<file path="config.mk">
export PLATFORM = sky130hd
export DESIGN_NAME = cqr_regs
export DESIGN_NICKNAME = d
export VERILOG_FILES = /design/src/design/cqr_pkg.sv /design/src/design/cqr_regs.sv
export SDC_FILE = /design/constraint.sdc
export NUM_CORES = 1
export LEC_CHECK = 0
export ABC_AREA = 1
export BUFFER_PORTS_ARGS = -buffer_cell sky130_fd_sc_hd__buf_2
export CORE_ASPECT_RATIO = 1.1
export CORE_MARGIN = 5
export CORE_UTILIZATION = 26
export DETAILED_ROUTE_END_ITERATION = 6
export PLACE_DENSITY = 0.44
export SLEW_MARGIN = 0
export SYNTH_ARGS = -nofsm -noshare
export SYNTH_HDL_FRONTEND = slang
export SYNTH_SLANG_ARGS = --single-unit
</file>
<file path="constraint.sdc">
create_clock -name ref_clk_i -period 4.1 [get_ports ref_clk_i]
set_input_delay 0.41 -clock ref_clk_i [delete_from_list [all_inputs] [get_ports ref_clk_i]]
set_output_delay 0.41 -clock ref_clk_i [all_outputs]
set_load 0.005 [all_outputs]
</file>
<file path="src/design/cqr_pkg.sv">
// Purpose: constants for the channel b line control and channel a error registers
// Assumes: ahb-lite word registers, 10 MHz ref clock
// Notes:   offset 0x07 is not word aligned, so offsets 0x07/0x08 are kept as indices
//
// Summary of operation
// RULE_01 - rate field 01/10/11 selects 4.8/38.4/230.4k; 00=230.4k
// RULE_02 - establish runs wake and detect, then irq, clears
// RULE_03 - wake pulse overrides current limit above 500 mA; code boosts only the establish wake, not a bare wake
// RULE_04 - success stores detected rate and remote period
// RULE_05 - failure raises irq, clears establish and rate
// RULE_06 - host sets framer enable before establish
// RULE_07 - wake bit emits wake request, cleared when done
// RULE_08 - after software wake request, line goes receive
// RULE_09 - host uses bare wake only without establish
// RULE_10 - tx queue clear bit empties transmit queue
// RULE_11 - rx queue clear bit empties receive queue
// RULE_12 - timer arm bit arms only, no counting
// RULE_13 - armed timer starts on send or trigger
// RULE_14 - clearing arm stops timer at once
// RULE_15 - send transmits queue, then returns to receive
// RULE_16 - send bit clears itself automatically
// RULE_17 - error register read-only, zero at reset, clear-on-read
// RULE_18 - bit 7 flags channel a transmission fault
// RULE_19 - send while disarmed transmits once, no timer
package cqr_pkg;
  // ---------------------------------------------------------------
  // register indices and byte addresses
  // ---------------------------------------------------------------
  localparam logic [7:0] CQR_IDX_CTRL_B = 8'h07;
  localparam logic [7:0] CQR_IDX_ERR_A  = 8'h08;
  localparam logic [7:0] CQR_IDX_IRQ_ST = 8'h10;
  localparam logic [7:0] CQR_IDX_IRQ_MK = 8'h11;
  localparam logic [7:0] CQR_IDX_CFG    = 8'h12;
  localparam logic [7:0] CQR_IDX_PERIOD = 8'h13;
  localparam logic [9:0] CQR_ADR_CTRL_B = {CQR_IDX_CTRL_B, 2'b00};
  localparam logic [9:0] CQR_ADR_ERR_A  = {CQR_IDX_ERR_A, 2'b00};
  localparam logic [9:0] CQR_ADR_IRQ_ST = {CQR_IDX_IRQ_ST, 2'b00};
  localparam logic [9:0] CQR_ADR_IRQ_MK = {CQR_IDX_IRQ_MK, 2'b00};
  localparam logic [9:0] CQR_ADR_CFG    = {CQR_IDX_CFG, 2'b00};
  localparam logic [9:0] CQR_ADR_PERIOD = {CQR_IDX_PERIOD, 2'b00};
  // ---------------------------------------------------------------
  // control field positions
  // ---------------------------------------------------------------
  localparam int CQR_B_RATE_HI  = 7;
  localparam int CQR_B_RATE_LO  = 6;
  localparam int CQR_B_ESTAB    = 5;
  localparam int CQR_B_WAKE     = 4;
  localparam int CQR_B_TXCLR    = 3;
  localparam int CQR_B_RXCLR    = 2;
  localparam int CQR_B_ARM      = 1;
  localparam int CQR_B_SEND     = 0;
  localparam int CQR_B_TXFAULT  = 7;
  localparam int CQR_I_WAKEDONE = 0;
  localparam int CQR_I_TXFAULT  = 1;
  localparam int CQR_C_FRAMER   = 0;
  // ---------------------------------------------------------------
  // reset values and rate codes
  // ---------------------------------------------------------------
  localparam logic [7:0] CQR_RST_CTRL_B = 8'h00;
  localparam logic [7:0] CQR_RST_ERR_A  = 8'h00;
  localparam logic [1:0] CQR_RATE_FAIL  = 2'h0;
  localparam logic [1:0] CQR_RATE_COM1  = 2'h1;
  localparam logic [1:0] CQR_RATE_COM2  = 2'h2;
  localparam logic [1:0] CQR_RATE_COM3  = 2'h3;
  // ---------------------------------------------------------------
  // timing
  // ---------------------------------------------------------------
  localparam int CQR_CLK_HZ     = 10_000_000;
  localparam int CQR_WAKE_US    = 80;
  localparam int CQR_WAKE_CYC   = (CQR_WAKE_US * (CQR_CLK_HZ / 1_000_000));
  localparam int CQR_DETECT_CYC = 64;
  localparam int CQR_CNT_W      = 16;
  typedef enum logic [2:0] {
    CQR_IDLE   = 3'b000,
    CQR_WAKE   = 3'b001,
    CQR_DETECT = 3'b011,
    CQR_TX     = 3'b010,
    CQR_RX     = 3'b110
  } cqr_state_e;
endpackage

</file>
<file path="src/design/cqr_regs.sv">
// Purpose: channel b line control and channel a error registers on ahb-lite
// Assumes: single 10 MHz clock, synchronous active-low reset
// Notes:   detection results and faults arrive from framer logic on same clock
//
// Added by the designer: the AHB-Lite interface to the registers.
`timescale 1ns/1ps
module cqr_regs
  import cqr_pkg::*;
#(
  parameter int WAKE_CYC   = CQR_WAKE_CYC,
  parameter int DETECT_CYC = CQR_DETECT_CYC
) (
  // clock and reset
  input  wire logic        ref_clk_i,
  input  wire logic        reset_n_i,
  // ahb-lite slave
  input  wire logic        hsel_i,
  input  wire logic [31:0] haddr_i,
  input  wire logic [1:0]  htrans_i,
  input  wire logic        hwrite_i,
  input  wire logic [2:0]  hsize_i,
  input  wire logic [31:0] hwdata_i,
  input  wire logic        hready_i,
  output logic      [31:0] hrdata_o,
  output logic             hreadyout_o,
  output logic             hresp_o,
  // detection and line status from the framer
  input  wire logic        detect_ok_i,
  input  wire logic        detect_fail_i,
  input  wire logic [1:0]  detect_rate_i,
  input  wire logic [7:0]  detect_period_i,
  input  wire logic        trigger_i,
  input  wire logic        tx_queue_empty_i,
  input  wire logic        tx_fault_a_i,
  input  wire logic [6:0]  other_faults_a_i,
  // line pin b control
  output logic             line_pin_b_tx_o,
  output logic             line_pin_b_oe_n_o,
  output logic             current_boost_b_o,
  output logic             tx_queue_clear_b_o,
  output logic             rx_queue_clear_b_o,
  output logic             period_run_b_o,
  output logic      [1:0]  rate_sel_b_o,
  output logic             irq_o
);
  // ---------------------------------------------------------------
  // state
  // ---------------------------------------------------------------
  typedef struct packed {
    cqr_state_e            st;
    logic                  by_estab;
    logic [CQR_CNT_W-1:0]  cnt;
    logic [7:0]            ctrl;
    logic [7:0]            err;
    logic [7:0]            period;
    logic [1:0]            irq_st;
    logic [1:0]            irq_mk;
    logic                  framer_on_b;
    logic                  run;
    logic                  ap_valid;
    logic                  ap_write;
    logic [9:0]            ap_addr;
    logic [31:0]           rdata;
    logic                  txclr;
    logic                  rxclr;
    logic                  irq;
    logic                  drv;
    logic                  oe_n;
    logic                  boost;
  } cqr_state_s;

  cqr_state_s s_q;
  cqr_state_s s_d;

  logic        addr_take;
  logic        rd_now;
  logic        wr_now;
  logic [7:0]  wd;
  logic [1:0]  ev;

  // ---------------------------------------------------------------
  // next state
  // ---------------------------------------------------------------
  always_comb begin
    s_d       = s_q;
    addr_take = hsel_i && hready_i && htrans_i[1];
    wr_now    = s_q.ap_valid && s_q.ap_write;
    rd_now    = addr_take && !hwrite_i;
    wd        = hwdata_i[7:0];
    ev        = 2'b00;
    s_d.txclr = 1'b0;
    s_d.rxclr = 1'b0;

    // data phase write
    if (wr_now) begin
      unique case (s_q.ap_addr)
        CQR_ADR_CTRL_B: begin
          s_d.ctrl[CQR_B_RATE_HI:CQR_B_RATE_LO] = wd[CQR_B_RATE_HI:CQR_B_RATE_LO]; // RULE_01
          s_d.ctrl[CQR_B_ESTAB] = s_q.ctrl[CQR_B_ESTAB] | wd[CQR_B_ESTAB];
          s_d.ctrl[CQR_B_WAKE]  = s_q.ctrl[CQR_B_WAKE] | wd[CQR_B_WAKE];
          s_d.ctrl[CQR_B_TXCLR] = wd[CQR_B_TXCLR];
          s_d.ctrl[CQR_B_RXCLR] = wd[CQR_B_RXCLR];
          s_d.ctrl[CQR_B_ARM]   = wd[CQR_B_ARM]; // RULE_12
          s_d.txclr = wd[CQR_B_TXCLR]; // RULE_10
          s_d.rxclr = wd[CQR_B_RXCLR]; // RULE_11
          if (!wd[CQR_B_ARM]) begin
            s_d.run = 1'b0; // RULE_14
          end
          if (wd[CQR_B_SEND]) begin
            if (s_q.ctrl[CQR_B_ARM] && wd[CQR_B_ARM]) begin
              s_d.run = 1'b1; // RULE_13
            end
            if (s_q.st == CQR_IDLE || s_q.st == CQR_RX) begin
              s_d.st = CQR_TX; // RULE_15 RULE_19
            end
          end
        end
        CQR_ADR_IRQ_ST: s_d.irq_st = s_q.irq_st & ~wd[1:0];
        CQR_ADR_IRQ_MK: s_d.irq_mk = wd[1:0];
        CQR_ADR_CFG:    s_d.framer_on_b = wd[CQR_C_FRAMER];
        default: begin
        end
      endcase
    end
    s_d.ctrl[CQR_B_SEND] = 1'b0; // RULE_16

    // trigger start of armed timer
    if (trigger_i && s_q.ctrl[CQR_B_ARM] && s_d.ctrl[CQR_B_ARM]) begin
      s_d.run = 1'b1; // RULE_13
    end

    // line sequencer
    unique case (s_q.st)
      CQR_IDLE, CQR_RX: begin
        if (s_d.st == CQR_IDLE || s_d.st == CQR_RX) begin
          if (s_d.ctrl[CQR_B_ESTAB] || s_d.ctrl[CQR_B_WAKE]) begin
            s_d.st       = CQR_WAKE;
            s_d.by_estab = s_d.ctrl[CQR_B_ESTAB];
            s_d.cnt      = '0;
          end
        end
      end
      CQR_WAKE: begin
        s_d.cnt = s_q.cnt + 1'b1;
        if (s_q.cnt == CQR_CNT_W'(WAKE_CYC - 1)) begin
          s_d.cnt = '0;
          if (s_q.by_estab) begin
            s_d.st = CQR_DETECT; // RULE_02
          end else begin
            s_d.st = CQR_RX; // RULE_08
            s_d.ctrl[CQR_B_WAKE] = 1'b0; // RULE_07
          end
        end
      end
      CQR_DETECT: begin
        s_d.cnt = s_q.cnt + 1'b1;
        if (detect_ok_i) begin
          s_d.ctrl[CQR_B_RATE_HI:CQR_B_RATE_LO] = detect_rate_i; // RULE_04
          s_d.period = detect_period_i; // RULE_04
          s_d.ctrl[CQR_B_ESTAB] = 1'b0; // RULE_02
          s_d.st = CQR_RX;
          ev[CQR_I_WAKEDONE] = 1'b1; // RULE_02
        end else if (detect_fail_i || s_q.cnt == CQR_CNT_W'(DETECT_CYC - 1)) begin
          s_d.ctrl[CQR_B_RATE_HI:CQR_B_RATE_LO] = CQR_RATE_FAIL; // RULE_05
          s_d.ctrl[CQR_B_ESTAB] = 1'b0; // RULE_05
          s_d.st = CQR_RX;
          ev[CQR_I_WAKEDONE] = 1'b1; // RULE_05
        end
      end
      CQR_TX: begin
        if (tx_queue_empty_i) begin
          s_d.st = CQR_RX; // RULE_15
        end
      end
      default: s_d.st = CQR_IDLE;
    endcase

    // channel a error flags, read clears, new fault wins
    if (rd_now && haddr_i[9:0] == CQR_ADR_ERR_A) begin
      s_d.err = CQR_RST_ERR_A; // RULE_17
    end
    s_d.err[CQR_B_TXFAULT] = s_d.err[CQR_B_TXFAULT] | tx_fault_a_i; // RULE_18
    s_d.err[6:0] = s_d.err[6:0] | other_faults_a_i;
    ev[CQR_I_TXFAULT] = tx_fault_a_i;

    // sticky interrupt status, set wins over clear
    s_d.irq_st = s_d.irq_st | ev;
    s_d.irq    = |(s_d.irq_st & s_d.irq_mk);

    // read data
    if (rd_now) begin
      unique case (haddr_i[9:0])
        CQR_ADR_CTRL_B: s_d.rdata = {24'h000000, s_q.ctrl};
        CQR_ADR_ERR_A:  s_d.rdata = {24'h000000, s_q.err}; // RULE_17
        CQR_ADR_IRQ_ST: s_d.rdata = {30'h00000000, s_q.irq_st};
        CQR_ADR_IRQ_MK: s_d.rdata = {30'h00000000, s_q.irq_mk};
        CQR_ADR_CFG:    s_d.rdata = {31'h00000000, s_q.framer_on_b};
        CQR_ADR_PERIOD: s_d.rdata = {24'h000000, s_q.period}; // RULE_04
        default:        s_d.rdata = 32'h00000000;
      endcase
    end

    // line pin controls, registered from next state
    s_d.drv   = (s_d.st == CQR_WAKE);
    s_d.oe_n  = !(s_d.st == CQR_WAKE || s_d.st == CQR_TX);
    s_d.boost = (s_d.st == CQR_WAKE) && s_d.by_estab; // RULE_03

    // address phase capture
    if (hready_i) begin
      s_d.ap_valid = addr_take;
      s_d.ap_write = hwrite_i;
      s_d.ap_addr  = haddr_i[9:0];
    end
  end

  // ---------------------------------------------------------------
  // registers
  // ---------------------------------------------------------------
  always_ff @(posedge ref_clk_i) begin
    if (!reset_n_i) begin
      s_q <= '{st: CQR_IDLE, ctrl: CQR_RST_CTRL_B, err: CQR_RST_ERR_A, oe_n: 1'b1,
               default: '0};
    end else begin
      s_q <= s_d;
    end
  end

  // ---------------------------------------------------------------
  // outputs
  // ---------------------------------------------------------------
  assign hrdata_o           = s_q.rdata;
  assign hreadyout_o        = 1'b1;
  assign hresp_o            = 1'b0;
  assign line_pin_b_tx_o    = s_q.drv;
  assign line_pin_b_oe_n_o  = s_q.oe_n;
  assign current_boost_b_o  = s_q.boost; // RULE_03
  assign tx_queue_clear_b_o = s_q.txclr;
  assign rx_queue_clear_b_o = s_q.rxclr;
  assign period_run_b_o     = s_q.run;
  assign rate_sel_b_o       = s_q.ctrl[CQR_B_RATE_HI:CQR_B_RATE_LO];
  assign irq_o              = s_q.irq;
endmodule

</file>
==> metrics.txt, run 1 <==
CP peak stage delay 0.60 ns; worst slew margin relative to its limit 42.1%; largest net degree at the start of global routing 38; part of the cycle the worst path needs between 50% and 60%; overall routed net length 11,500 um; antenna violations before repair 0; hold violation count in the final report 0; Least-Margin Pin Slew ~0.86 ns; arrival time of data at the critical path endpoint 2.26 ns; CTS Root Buffer Type clkbuf_16; Core Region 0.0151 mm^2; Warnings, synthesis 0; via count 3,631; worst hold endpoint s_q[67]$_SDFF_PN0_; Total Nets Final 700; total negative setup slack 0 ns; worst clock skew 0.00449 ns; initial core utilization a little over a quarter; multi-input logic area a little under 0.002 mm^2; top achievable clock speed 483 MHz; routed len/inst ~14 um; number of pins exceeding their max-slew limit in the final report 0; final HPWL from detailed placement 8660 um; max-cap viol count 0; Mapped Area slightly below 0.004 mm^2; hold crit path type input pin to register; final core area utilization 30.4%; first-pass detailed-route iteration total 5; Seq/Total Area, Yosys 37.8%; reg2reg end line_pin_b_oe_n_o$_SDFF_PN1_; Die Wd 128 um; commonest register cell after synthesis dfxtp_1; overall track demand over capacity in global routing 13.0%; register-to-register setup slack ~2.1 ns; share of layout cells above drive strength 1 between 10% and 20%; top-count cell post-synth nand2_1; number of DRC markers in iteration 0 258; Worst Path Class, Setup input pin to register; number of sinks driven by the clock tree 75; routability cong. 0.826; area share of the largest cell type after synthesis 37.8%; Inserted Clock Buffers 9; insertion delay of the later-clocked pin in the worst-skew pair between 0.3 and 0.4 ns; depth of the worst register-to-register path 6; number of distinct library cells after synthesis between 40 and 50; signed area change from the synthesized netlist to the final layout 15.0%; antenna viol nets, final 0; CTS clock-pin slew for the worst setup and hold paths 0.06 ns; die area between 0.015 and 0.02 mm^2; total gr overflow 0; Critical R2R Launch s_q[99]$_SDFF_PN0_; CTS tree yes; Max Buffers Root-to-Sink 2; type of element launching the critical path input pin; number of setup violations in the final report 0; top cell types by occurrence after synthesis nand2_1, dfxtp_1, nor2_1, inv_1, a21oi_1; setup repair after global routing missed its margin no; via/cell ratio 4.53; synthesized instance count between 500 and 600; sequential cell area 0.00150 mm^2; first-pass GRT wire length 18,200 um; diodes inserted 0; Critical-path top delay cell nor2_2; height of the die 140 um; LEAKAGE 1.97 nW; Post-route DRC 0; flop and latch count out of synthesis 75; cell taking the most area after synthesis dfxtp_1; minimum clock period 2.07 ns; endpoint class of the critical path register; cell count of the worst hold path 3; outcome finished, final reports clean; Req. time, crit path around 4.3 ns; series of cell instances along the critical path buf_2 > nor2_2 > nand2_1 > nor3_1 > nand3b_1 > a21oi_1 > nor2_1; Max H-tree Level 3; Worst Hold Launch other_faults_a_i[3]; hold bufs inserted after CTS 0; share of async-settable or async-resettable flops after synthesis 0%; number of global-route vias before repair 3,553; post-cts gate resize count 0; Std-Cell Rows 47; IR drop worst, VDD approximately 0.19 mV; fill count 1,697; number of buffers added on ports 62; PD cells 381 mW/mm^2; mean area per synthesized cell 7.16 um^2; critical-path maximum fanout 18; count of pins on the block boundary 139; largest cells by area after synthesis dfxtp_1, nand2_1, buf_4; number of flops mapped to enable cells by yosys 0; post-CTS setup-driven buffer insertion count 0
-- per-layer routing --
layer	wire length (um)	up-vias	track usage [%]
li1	-	1850	-
met1	5020	1681	15.7
met2	5650	82	21.9
met3	583	18	2.95
met4	255	0	5.81
met5	0	-	0
-- registers in the layout, indices dropped and copies added, names as in the netlist --
name	count
line_pin_b_tx_o	1
rate_sel_b_o	2
rx_queue_clear_b_o	1
line_pin_b_oe_n_o	1
irq_o	1
period_run_b_o	1
current_boost_b_o	1
hrdata_o	8
tx_queue_clear_b_o	1
s_q	58
-- per-stage QoR --
step	instances	power (W)	hold slack [ns]	setup slack [ns]	instance area, um^2
floorplan	579	0.000940	0.424	2.51	4070
global placement	788	0.000980	0.444	1.71	4290
detailed placement	788	0.000982	0.449	1.67	4290
CTS	802	0.00177	0.271	1.99	4570
global route	802	0.00182	0.290	1.78	4570
finish	802	0.00174	0.285	2.03	4570
-- layout by cell type (no fill, tap or decap), types with 3 or more instances in the layout --
master	netlist	routed
a21oi_1	42	42
a21oi_2	10	10
buf_2	0	62
clkbuf_16	0	9
conb_1	2	26
dfxtp_1	75	75
inv_1	62	62
inv_2	4	4
mux2i_1	3	3
nand2_1	85	85
nand2_2	14	14
nand3_1	41	41
nand3b_1	4	4
nand4_1	9	9
nor2_1	63	63
nor3_1	9	8
nor4_1	5	5
o211ai_1	7	7
o21ai_0	35	35
o21bai_1	3	3
xor2_1	7	7
-- worst max-delay path by stage --
stage / from / to / slack, ns
4_1_cts: s_q[99]$_SDFF_PN0_ / line_pin_b_oe_n_o$_SDFF_PN1_ / 1.99
3_5_place_dp: haddr_i[8] / s_q[68]$_SDFF_PN0_ / 1.67
5_1_grt: s_q[99]$_SDFF_PN0_ / current_boost_b_o$_SDFF_PN0_ / 1.78
2_1_floorplan: s_q[80]$_SDFFE_PN0P_ / s_q[88]$_SDFFE_PN0P_ / 2.51
6_report: haddr_i[8] / s_q[68]$_SDFF_PN0_ / 2.03
3_3_place_gp: haddr_i[8] / s_q[64]$_SDFF_PN0_ / 1.71
-- cell type report --
type	count	share of cell area [%]
Clock buffer	11	5.31
Clock inverter	3	0.875
Inverter	67	5.50
Multi-Input combinational cell	387	43.2
Sequential cell	75	32.8
Tap cell	196	5.36
Timing Repair Buffer	63	6.95
-- power by group --
part           internal [W]  total (W)  switching (W)
clock              0.000479   0.000776       0.000297
combinational     0.0000645   0.000191       0.000127
sequential         0.000752   0.000775      0.0000230
-- critical path, delay by kind of cell --
family                 cells  cell delay (ns)
AO/OA/AOI/OAI              1             0.24
buffers and inverters      1             0.11
AND/OR/NAND/NOR            5             1.50
-- cell families (layout without fill, tap and decap cells) --
| family | Yosys count | after routing | share of synthesized area (%) |
|---|---|---|---|
| other | 2 | 26 | 0.189 |
| XOR/XNOR | 8 | 8 | 1.76 |
| AO/OA/AOI/OAI | 110 | 110 | 16.4 |
| flip-flops | 75 | 75 | 37.8 |
| multiplexers | 3 | 3 | 0.755 |
| AND/OR/NAND/NOR | 239 | 239 | 27.9 |
| buffers and inverters | 117 | 144 | 14.9 |
| adder cells (fa/ha/maj) | 1 | 1 | 0.315 |
Note: power is estimated with default switching activity, not from simulation.
==> run 2, diff against run 1 <==
--- a/config.mk
+++ b/config.mk
@@ -11,7 +11,7 @@
 export CORE_MARGIN = 5
 export CORE_UTILIZATION = 26
 export DETAILED_ROUTE_END_ITERATION = 6
-export PLACE_DENSITY = 0.44
+export PLACE_DENSITY = 0.46
 export SLEW_MARGIN = 0
 export SYNTH_ARGS = -nofsm -noshare
 export SYNTH_HDL_FRONTEND = slang
==> constraint.sdc (replaced) <==
create_clock -name ref_clk_i -period 1.8 [get_ports ref_clk_i]
set_input_delay 0.18 -clock ref_clk_i [delete_from_list [all_inputs] [get_ports ref_clk_i]]
set_output_delay 0.18 -clock ref_clk_i [all_outputs]
set_load 0.005 [all_outputs]
==> metrics.txt, run 2 (synthesis gave the netlist of run 1 again) <==
outcome finished, final reports clean; part of the cycle the worst path needs 97.7%; Max H-tree Level 3; Inserted Clock Buffers 9; LEAKAGE 2.25 nW; Clk pwr share 43.0%; arrival time of data at the critical path endpoint 1.98 ns; number of buffers added on ports just over 60; via/cell ratio 4.52; critical-path maximum fanout 5; commonest non-fill, non-tap cell in the layout nand2_1; worst clock skew 0.00980 ns; top achievable clock speed around 570 MHz; part of the total power dissipated in combinational logic 16.7%; Total Nets Final about 750; PD cells 843 mW/mm^2; via count around 3,800; CTS tree yes; routability cong. 0.859; highest-count cells in the layout ignoring fill and taps nand2_1, dfxtp_1, buf_2; switching power as a share of total power about 28%; fill count 1,680; Post-route DRC 0; CTS clock-pin slew for the worst setup and hold paths 0.06 ns; number of setup violations in the final report 0; number of pins exceeding their max-slew limit in the final report 0; internal power component 0.00312 W; setup repair after global routing missed its margin yes; Die Wd ~130 um; number of flip-flops under the largest register name 58; number of global-route vias before repair 3,771; final HPWL from detailed placement 9190 um; signed area change from the synthesized netlist to the final layout 30.1%; final core area utilization 34.4%; hold crit path type input pin to register; first-pass GRT wire length 19,000 um; max-cap viol count 0; first-pass detailed-route iteration total 5; standard cell area after detailed placement 0.00459 mm^2; post-route cell area 0.00517 mm^2; Req. time, crit path ~2.0 ns; reported net switching power 0.00124 W; routed len/inst between 10 and 15 um; total gr overflow 0; hold violation count in the final report 0; initial core utilization 26.4%; Std-Cell Rows 47; diodes inserted 0; insertion delay of the later-clocked pin in the worst-skew pair 0.35 ns; type of element launching the critical path register; register with the highest flop count s_q; share of layout cells above drive strength 1 30.8%; die area 0.0179 mm^2; largest net degree at the start of global routing 23; overall routed net length roughly 12,000 um; number of sinks driven by the clock tree 75; antenna violations before repair 0; minimum clock period between 1.5 and 2 ns; number of DRC markers in iteration 0 between 200 and 250; height of the die approximately 140 um; Core Region 0.0151 mm^2; IR drop worst, VDD 0.389 mV; Max Buffers Root-to-Sink 2; Worst Path Class, Setup register to register; overall track demand over capacity in global routing 13.3%; endpoint class of the critical path register; count of pins on the block boundary 139; sequential group share of total power 40.3%; antenna viol nets, final 0; CTS Root Buffer Type clkbuf_16
-- run 2: area by class of cell --
cell class	instances	area, um^2	share of cell area, %
Multi-Input combinational cell	389	2170	41.9
Clock buffer	10	239	4.62
Sequential cell	75	1510	29.2
Clock inverter	6	70.1	1.35
Tap cell	196	245	4.74
Timing Repair Buffer	108	691	13.3
Inverter	67	251	4.86
-- run 2: final timing paths --
check | endpoint | cells after the start | slack [ns] | from
worst max-delay path | s_q[88]$_SDFFE_PN0P_ | 13 | 0.04 | s_q[49]$_SDFFE_PN0P_
worst min-delay path | s_q[68]$_SDFF_PN0_ | 3 | 0.05 | other_faults_a_i[4]
worst max register to register | s_q[88]$_SDFFE_PN0P_ | 13 | 0.04 | s_q[49]$_SDFFE_PN0P_
worst min register to register | s_q[60]$_SDFFE_PN0P_ | 2 | 0.45 | s_q[60]$_SDFFE_PN0P_
-- run 2: what timing repair did --
| action | in CTS | in global routing |
|---|---|---|
| pin swaps | 0 | 19 |
| buffers inserted | 0 | 4 |
| setup endpoints to repair | 8 | 30 |
| hold buffers | 0 | 0 |
| gates cloned | 0 | 2 |
| gates resized for setup | 4 | 53 |
-- run 2: per-layer routing --
layer  global-route usage, %  vias to the layer above  part of all wire (%)
met5                       0                        -                     0
met4                    4.13                        0                   1.1
met3                    3.45                        9                   4.7
met2                    23.2                       77                    51
met1                    15.8                     1809                    43
li1                        -                     1949                     -
-- run 2: critical path, stage by stage, from the launching register on --
cell and delay, ns:
dfxtp_2 0.34, nand2_2 0.08, inv_2 0.06, nand2_2 0.07, nor2_4 0.17, nand3_2 0.10
nand2_2 0.08, nor2_2 0.06, o22ai_4 0.15, buf_12 0.17, nand2_8 0.07, buf_4 0.14
a21oi_2 0.10, nor2_1 0.05
-- run 2: stage by stage --
stage	setup TNS [ns]	cells	hold slack (ns)	total power (W)	worst slack (ns)
floorplan	0	579	0.297	0.00214	0.206
global placement	0	829	0.398	0.00232	0.00827
detailed placement	-0.109	829	0.405	0.00232	-0.0388
CTS	0	845	0.0405	0.00423	0.000744
global route	-0.408	851	0.0433	0.00458	-0.0522
finish	0	851	0.0509	0.00436	0.0419
-- run 2: power by group through the flow --
stage | combinational, W | clock, W | sequential (W)
6_report | 0.000729 | 0.00188 | 0.00176
5_1_grt | 0.000808 | 0.00202 | 0.00176
2_1_floorplan | 0.000365 | 0 | 0.00178
3_3_place_gp | 0.000532 | 0 | 0.00179
4_1_cts | 0.000540 | 0.00194 | 0.00175
3_5_place_dp | 0.000537 | 0 | 0.00179
